[config.mk]
export PLATFORM = sky130hd
export DESIGN_NAME = hw_standby_seq
export DESIGN_NICKNAME = d
export VERILOG_FILES = /design/src/verilog/standby_seq_pkg.sv /design/src/verilog/port_pin_ctrl.sv /design/src/verilog/hw_standby_seq.sv
export VERILOG_INCLUDE_DIRS = /design/src /design/src/verilog
export SDC_FILE = /design/constraint.sdc
export NUM_CORES = 1
export LEC_CHECK = 0
export BUFFER_PORTS_ARGS = -buffer_cell sky130_fd_sc_hd__buf_2
export CORE_UTILIZATION = 30
export DETAILED_ROUTE_END_ITERATION = 10
export SYNTH_ARGS = -nofsm -noshare
export SYNTH_HDL_FRONTEND = slang
export SYNTH_SLANG_ARGS = --single-unit
[constraint.sdc]
create_clock -name clock_in -period 4.4 [get_ports clock_in]
set_input_delay 0.88 -clock clock_in [delete_from_list [all_inputs] [get_ports clock_in]]
set_output_delay 0.88 -clock clock_in [all_outputs]
set_load 0.005 [all_outputs]
[src/verilog/standby_seq_map.svh]
`ifndef STANDBY_SEQ_MAP_SVH
`define STANDBY_SEQ_MAP_SVH

// ----------------------------------------
// timing figures, port width and reset values
// ----------------------------------------
`define CLK_PERIOD_NS      25
`define INIT_LEAD_CYCLES   10
`define EXIT_LEAD_NS       100
`define EXIT_LEAD_CYCLES   ((`EXIT_LEAD_NS + `CLK_PERIOD_NS - 1) / `CLK_PERIOD_NS)
`define PORT_WIDTH         8
`define LATCH_RESET        8'h00
`define DIR_RESET          8'h00

`endif

[src/verilog/standby_seq_pkg.sv]
package standby_seq_pkg;
  typedef enum logic [2:0]
  {
    st_run,
    st_init,
    st_hold,
    st_wait_init
  } seq_state_t;
endpackage

[src/verilog/port_pin_ctrl.sv]
`timescale 1ns/10ps
`include "standby_seq_map.svh"

module port_pin_ctrl #(
  parameter int WIDTH = `PORT_WIDTH
) (
  input  wire logic [WIDTH-1:0] dir_in,
  input  wire logic [WIDTH-1:0] latch_in,
  input  wire logic [WIDTH-1:0] held_level_in,
  input  wire logic [WIDTH-1:0] periph_en_in,
  input  wire logic [WIDTH-1:0] periph_out_in,
  input  wire logic [WIDTH-1:0] periph_dir_in,
  input  wire logic             hold_in,
  input  wire logic             periph_reset_in,
  output logic      [WIDTH-1:0] pin_o_out,
  output logic      [WIDTH-1:0] pin_oe_n_out,
  output logic      [WIDTH-1:0] pullup_out
);
  genvar i;
  generate
    for (i = 0; i < WIDTH; i++)
    begin : g_pin
      logic use_periph;
      logic drive;
      // modules in reset free their pins
      assign use_periph = periph_en_in[i] & ~periph_reset_in;
      assign drive = use_periph ? periph_dir_in[i] : dir_in[i];
      // outputs keep previous level while held
      assign pin_o_out[i] = hold_in ? held_level_in[i]
                          : (use_periph ? periph_out_in[i] : latch_in[i]);
      assign pin_oe_n_out[i] = ~drive;
      // pull-up only for input with latch high
      assign pullup_out[i] = ~drive & ~use_periph & latch_in[i];
    end
  endgenerate
endmodule // port_pin_ctrl

[src/verilog/hw_standby_seq.sv]
`timescale 1ns/10ps
`include "standby_seq_map.svh"

// Summary of operation
// - held input pins float; pull-up only when direction 0 and latch 1.
// - held output pins keep driving their previous level.
// - initialized module pins revert to general ports per direction and latch.
// - general port direction from direction bit; modules may take pins over.

module hw_standby_seq
  import standby_seq_pkg::*;
#(
  parameter int WIDTH = `PORT_WIDTH
) (
  input  wire logic             clock_in,
  input  wire logic             reset_n_in,
  input  wire logic             chip_init_pin_n_in,
  input  wire logic             low_power_hold_pin_n_in,
  input  wire logic [WIDTH-1:0] dir_in,
  input  wire logic [WIDTH-1:0] port_output_latch_bit_in,
  input  wire logic [WIDTH-1:0] periph_en_in,
  input  wire logic [WIDTH-1:0] periph_out_in,
  input  wire logic [WIDTH-1:0] periph_dir_in,
  output logic      [WIDTH-1:0] pin_o_out,
  output logic      [WIDTH-1:0] pin_oe_n_out,
  output logic      [WIDTH-1:0] pullup_out,
  output logic                  standby_out,
  output logic                  core_reset_out,
  output logic                  ram_kept_out
);

  // ----------------------------------------
  // sequencer
  // ----------------------------------------
  seq_state_t state;
  seq_state_t next_state;
  logic [3:0] init_cnt;
  logic [3:0] next_init_cnt;
  logic       ram_ok;
  logic       next_ram_ok;
  logic [WIDTH-1:0] held;
  logic [WIDTH-1:0] next_held;
  logic [WIDTH-1:0] comb_o;
  logic [WIDTH-1:0] comb_oe_n;
  logic [WIDTH-1:0] comb_pu;
  logic             hold;

  always_comb
  begin
    next_state    = state;
    next_init_cnt = init_cnt;
    next_ram_ok   = ram_ok;
    next_held     = held;
    unique case (state)
      st_run:
      begin
        next_held = comb_o;
        if (!low_power_hold_pin_n_in)
        begin
          next_ram_ok = 1'b0;
          next_state  = st_hold;
        end
        else if (!chip_init_pin_n_in)
        begin
          next_init_cnt = 4'h1;
          next_state    = st_init;
        end
      end
      st_init:
      begin
        // pins drive latch levels here, so hold keeps those
        next_held = comb_o;
        if (init_cnt != 4'hf)
          next_init_cnt = init_cnt + 4'h1;
        // ram kept only after 10 init clocks
        if (!low_power_hold_pin_n_in)
        begin
          next_ram_ok = (init_cnt >= 4'(`INIT_LEAD_CYCLES));
          next_state  = st_hold;
        end
        else if (chip_init_pin_n_in)
          next_state = st_run;
      end
      st_hold:
      begin
        if (low_power_hold_pin_n_in)
          next_state = st_wait_init;
      end
      st_wait_init:
      begin
        // resume through reset on init rise
        if (!low_power_hold_pin_n_in)
          next_state = st_hold;
        else if (chip_init_pin_n_in)
          next_state = st_run;
      end
      default:
        next_state = st_run;
    endcase
  end

  always_ff @(posedge clock_in or negedge reset_n_in)
  begin
    if (!reset_n_in)
    begin
      state    <= st_run;
      init_cnt <= 4'h0;
      ram_ok   <= 1'b1;
      held     <= `LATCH_RESET;
    end
    else
    begin
      state    <= next_state;
      init_cnt <= next_init_cnt;
      ram_ok   <= next_ram_ok;
      held     <= next_held;
    end
  end

  // hold level decided from registered state, avoids pin glitches
  assign hold = (state == st_hold);

  // ----------------------------------------
  // pins
  // ----------------------------------------
  port_pin_ctrl #(.WIDTH(WIDTH)) u_pins (
    .dir_in          (dir_in),
    .latch_in        (port_output_latch_bit_in),
    .held_level_in   (held),
    .periph_en_in    (periph_en_in),
    .periph_out_in   (periph_out_in),
    .periph_dir_in   (periph_dir_in),
    .hold_in         (hold),
    .periph_reset_in (state != st_run),
    .pin_o_out       (comb_o),
    .pin_oe_n_out    (comb_oe_n),
    .pullup_out      (comb_pu)
  );

  // outputs registered; pins lag state by one clock
  always_ff @(posedge clock_in or negedge reset_n_in)
  begin
    if (!reset_n_in)
    begin
      pin_o_out      <= `LATCH_RESET;
      pin_oe_n_out   <= {WIDTH{1'b1}};
      pullup_out     <= '0;
      standby_out    <= 1'b0;
      core_reset_out <= 1'b1;
      ram_kept_out   <= 1'b1;
    end
    else
    begin
      pin_o_out      <= comb_o;
      pin_oe_n_out   <= comb_oe_n;
      pullup_out     <= comb_pu;
      standby_out    <= (next_state == st_hold);
      core_reset_out <= (next_state != st_run);
      ram_kept_out   <= next_ram_ok;
    end
  end
endmodule // hw_standby_seq

==> results.yml, run 1 <==
global_routing:
  grt_pass1_vias: 1618
  met1_usage: 0.1590
  antenna_found_initial: 0
  grt_max_degree: 43
  use_met2: 0.2310
  grt.busiest_layer: "met2"
  met3_usage: 0.05467
  grt_usage: 0.1343
  grt_pass1_wl_um: 7479
  grt_overflow: 0
pwr:
  leakagePower_nw: 1.235
  ir_drop_mv: 0.1344
  power_density_nw_per_um2: 357.0
synthesis:
  synth-seq-cells: 42
  yosysTopAreaCell: "dfrtp_1"
  synth_edf_count: 0
  synth_cell_types: 37
  synth.top_cell.area_share: 0.4040
  ys.warnings.count: 0
  synthTopCellsByCount: "32 x dfrtp_1, 16 x mux2i_1, 11 x a21oi_1, 10 x dfstp_2, 10 x nor2_1"
  avgSynthCellArea_um2: 11.52
  async_flop_share: 1.000
  syn_inst: 172
  synth_ff_type: "dfrtp_1"
  syn-num-nets: 218
  yosysMostFrequentCell: "dfrtp_1"
  synthesis.area_um2: 1982
  synthTopCellsByArea: "dfrtp_1 40%, dfstp_2 13%, mux2i_1 8.1%, and3b_1 3.5%, a22oi_1 3.4%"
  ys_seq_area_frac: 0.5366
drt:
  wire_per_inst_um: 14.23
  drtIter0Drc: 70
  ant_nets: 0
  firstDrtPassIters: 4
  vias: 1623
  drcViolationCount: 0
  routed_wl_um: 4538
  detail_route.vias_per_cell: 5.088
floorplanning:
  initial_utilization: 0.3121
  die_h_um: 83.28
  ios: 71
  coreArea_um2: 6350
  row_count: 29
  die_area_um2: 6936
  fp.dieW_um: 83.28
setup_path:
  slowest_delay_ns: 0.80
  cp.required_ns: 4.59
  cp_top_family: "simple AND/OR/NAND/NOR gates"
  endpoint_kind: "flip-flop"
  cp_slowest_cell: "nor2_2"
  crit_arrival_ns: 2.25
  critPathMaxFanout: 23
  r2r_start: "state[2]"
  critical_path.startpoint: "state[2]"
  cp-start-kind: "flip-flop"
  crit_chain: "nor2_2 -> o211ai_1 -> mux2_2"
  critPathKind: "reg2reg"
  crit_buf_inv: 0
run_status:
  status: "complete, no violations"
clock_network:
  cts_max_level: 2
  clock_latency_ns: 0.30
  cts_tree: "done"
  cts_setup_buffers: 0
  clk_pin_slew_ns: 0.08
  cts_resized: 0
  cts-root-buf: "clkbuf_8"
  cts_hold_buf: 0
  cts_sinks: 42
  clk_path_buf_depth: 2
  cts_made_buffers: 5
placed_design:
  hpwl_um: 3016
  gp_congestion: 0.6866
  port_buffers: 70
timing:
  fin_crit_sh: 0.4688
  fmaxAchievable_mhz: 484.8
  drv_slew: 0
  fin_tns_setup_ns: 0
  rsz0062_at_grt: "no"
  setup_viol_count_final: 0
  finalHoldViolations: 0
  period_needed_ns: 2.063
  worst_hold_slack_ns: 0.4922
  worst_pin_slew_ns: 0.9684
  finClkSkew_ns: 0.01289
  maxSlewHeadroom: 0.3544
cells_and_area:
  final_nets: 287
  diodes: 0
  area_delta_synth_final_pct: 25.13
  final_core_util: 0.3905
  drive_gt1_frac: 0.3967
hold_path:
  hp-start: "ram_kept_out"
  min_path_type: "reg2reg"
flow_run:
  cap_violations: 0
==> cell type report <==
cell class                 instances  area [µm²]
multi-input combinational        119       863.3
tap                               77       96.34
clock inverter                     2       12.51
fill                             627        3870
timing repair buffer              70       350.3
inverter                           3       11.26
sequential                        42        1064
clock buffer                       6       82.58
==> tightest hold or removal path: cells and delay by family (launching register included) <==
kind           cells  cell delay [ns]
flip-flops         1             0.37
AO/OA/AOI/OAI      2             0.11
==> cells in the final DEF, fill, tap and decap left out, drive strengths merged, types with 4 or more instances in the layout <==
cell,Yosys,routed
a22oi,9,9
and3b,8,8
nand2,4,4
dfrtp,32,32
dfstp,10,10
a31oi,9,9
clkbuf,2,6
mux2i,16,16
o21ai,8,8
nor2b,9,9
or4b,8,8
a21oi,11,11
buf,6,70
nor2,11,11
==> per-layer routing <==
layer  vias to the layer above  part of all wire  wire length (µm)
met1                       795              0.45              2056
li1                        779                 -                 -
met5                         -                 0                 0
met4                         0            0.0040                18
met3                         2             0.068               309
met2                        47              0.47              2153
==> kinds of logic after synthesis <==
| kind of cell | share of synthesized area |
|---|---|
| and+or+nand+nor | 0.1824 |
| AOI/OAI and AO/OA | 0.1521 |
| DFF | 0.5366 |
| muxes | 0.08649 |
| buffers and inverters | 0.02778 |
| adders and majority gates | 0.01262 |
| other | 0.001892 |
==> per-stage QoR <==
step | std cells | power, mW | instance area, µm² | setup slack (ns)
global route | 319 | 0.9396 | 2480 | 2.194
detailed placement | 311 | 0.6264 | 2385 | 2.366
floorplan | 172 | 0.5547 | 1982 | 2.676
finish | 319 | 0.8854 | 2480 | 2.337
global placement | 311 | 0.6233 | 2385 | 2.435
CTS | 319 | 0.8976 | 2480 | 2.372
==> registers in the layout, summed over array words and instances (netlist names) <==
register        flops
held                8
pin_o_out           8
pin_oe_n_out        8
pullup_out          8
init_cnt            4
state               3
core_reset_out      1
ram_kept_out        1
standby_out         1
==> power by group <==
| part | internal (mW) | total, mW | switching, mW |
|---|---|---|---|
| Combinational | 0.0752 | 0.148 | 0.0727 |
| Clock | 0.126 | 0.268 | 0.141 |
| Sequential | 0.434 | 0.470 | 0.0360 |
==> worst paths after layout <==
path                                       to  slack (ns)  cells past startpoint
worst max-delay path              init_cnt[3]        2.34                      3
max in group asynchronous            state[2]        3.06                      1
worst min-delay path             ram_kept_out        0.49                      2
worst min register to register   ram_kept_out        0.49                      2
worst max register to register    init_cnt[3]        2.34                      3
min in group asynchronous       pullup_out[4]        0.73                      1
No activity file was read; power rests on OpenSTA's default activity.
==> inputs of run 2 (changes only) <==
Clock period 4.4 ns to 2 ns, I/O delays scaled along.
==> run 2 against run 1 <==
Wire length rose by 1.9%. Maximum frequency rose by 25%. Critical endpoint unchanged. Largest cell class unchanged. Critical path type unchanged. Die area did not move. Flip-flop and latch count did not move. Highest routed layer unchanged. Sequential power rose by 120%.
==> results.yml, run 2 (synthesis gave the netlist of run 1 again) <==
setup_path:
  slowest_delay_ns: 0.59
  timing.rr.end: "init_cnt[3]"
  r2r_cells: 4
  r2r_setup_slack_ns: 0.34
  crit_chain: "buf_4 -> nor3_1 -> a22oi_1 -> mux2_2"
  cp.required_ns: 2.19
  crit_arrival_ns: 1.84
  endpoint_kind: "flip-flop"
  critPathMaxFanout: 18
  crit_buf_inv: 1
  cp_slowest_cell: "dfrtp_1"
  r2r_start: "state[1]"
  cp_top_family: "flip-flops"
  critPathKind: "reg2reg"
  worst-path-stages: 4
  cp-start-kind: "flip-flop"
  critical_path.startpoint: "state[1]"
timing:
  fmaxAchievable_mhz: 604.2
  rsz0062_at_grt: "no"
  finClkSkew_ns: 0.004339
  worst_slack_ns: 0.3449
  finalHoldViolations: 0
  worst_pin_slew_ns: 0.5530
  fin_tns_setup_ns: 0
  maxSlewHeadroom: 0.6314
  drv_slew: 0
  period_needed_ns: 1.655
  fin_crit_sh: 0.8276
  setup_viol_count_final: 0
cells_and_area:
  finalInstanceArea_um2: 2547
  area_delta_synth_final_pct: 28.54
  final_nets: 295
  mostFrequentLayoutCell: "buf_2"
  nFillCells: 626
  final_cell_mix: "70 x buf_2, 32 x dfrtp_1, 16 x mux2i_1"
  final_core_util: 0.4012
  multiInputGateArea_um2: 863.3
  diodes: 0
  drive_gt1_frac: 0.4160
  seq_area_um2: 1064
drt:
  detail_route.vias_per_cell: 5.049
  drcViolationCount: 0
  routed_wl_um: 4622
  drtIter0Drc: 103
  wire_per_inst_um: 14.13
  ant_nets: 0
  firstDrtPassIters: 4
  vias: 1651
global_routing:
  grt_pass1_vias: 1596
  antenna_found_initial: 0
  grt_overflow: 0
  grt_max_degree: 24
  grt_usage: 0.1333
  grt_pass1_wl_um: 7376
placed_design:
  gp_congestion: 0.8128
  place_area_um2: 2457
  pre_cts_slack_ns: 0.3652
  hpwl_um: 3385
  port_buffers: 70
floorplanning:
  die_area_um2: 6936
  ios: 71
  fp.dieW_um: 83.28
  coreArea_um2: 6350
  row_count: 29
  initial_utilization: 0.3121
  die_h_um: 83.28
hold_path:
  min_path_type: "in2async"
pwr:
  power_density_nw_per_um2: 760.8
  ir_drop_mv: 0.3171
  leakagePower_nw: 1.276
clock_network:
  cts-root-buf: "clkbuf_8"
  cts_made_buffers: 5
  cts_sinks: 42
  cts_setup_buffers: 0
  cts_max_level: 2
  cts_hold_buf: 0
  cts_tree: "done"
  clk_path_buf_depth: 2
  cts_resized: 0
  clk_pin_slew_ns: 0.09
  clock_latency_ns: 0.30
run_status:
  status: "complete, no violations"
flow_run:
  cap_violations: 0
## run 2: stage by stage
step / power (mW) / std cells / hold WS [ns]
floorplan: 1.220 / 172 / 0.1044
global placement: 1.389 / 319 / 0.4033
detailed placement: 1.401 / 319 / 0.4007
CTS: 1.965 / 327 / 0.07197
global route: 2.040 / 327 / 0.09711
finish: 1.938 / 327 / 0.05701
## run 2: layout make-up
class,instances,area share
clock buffers,5,0.02701
clock inverters,3,0.008350
inverters,3,0.004420
multi-input cells,119,0.3389
flip-flops and latches,42,0.4175
well taps,77,0.03782
repair buffers,78,0.1660
## run 2: layer usage
metal | vias up | wire, µm | GRT usage
li1 | 797 | - | -
met5 | - | 0 | 0
met1 | 810 | 2132 | 0.1697
met2 | 39 | 2184 | 0.2176
met3 | 5 | 260 | 0.03777
met4 | 0 | 45 | 0.04389
## run 2: power by group
group          total, mW  internal, mW  switching (mW)
logic              0.354         0.181           0.173
clock network      0.556         0.245           0.311
registers           1.03         0.954          0.0733
total               1.94          1.38           0.557
## run 2: how the worst max path moves through the flow
stage | to | slack (ns)
after CTS | init_cnt[3] | 0.35
after global routing | init_cnt[3] | 0.24
after floorplan | held[1] | 0.59
after global placement | init_cnt[3] | 0.44
after detailed placement | init_cnt[3] | 0.37
final | init_cnt[3] | 0.34
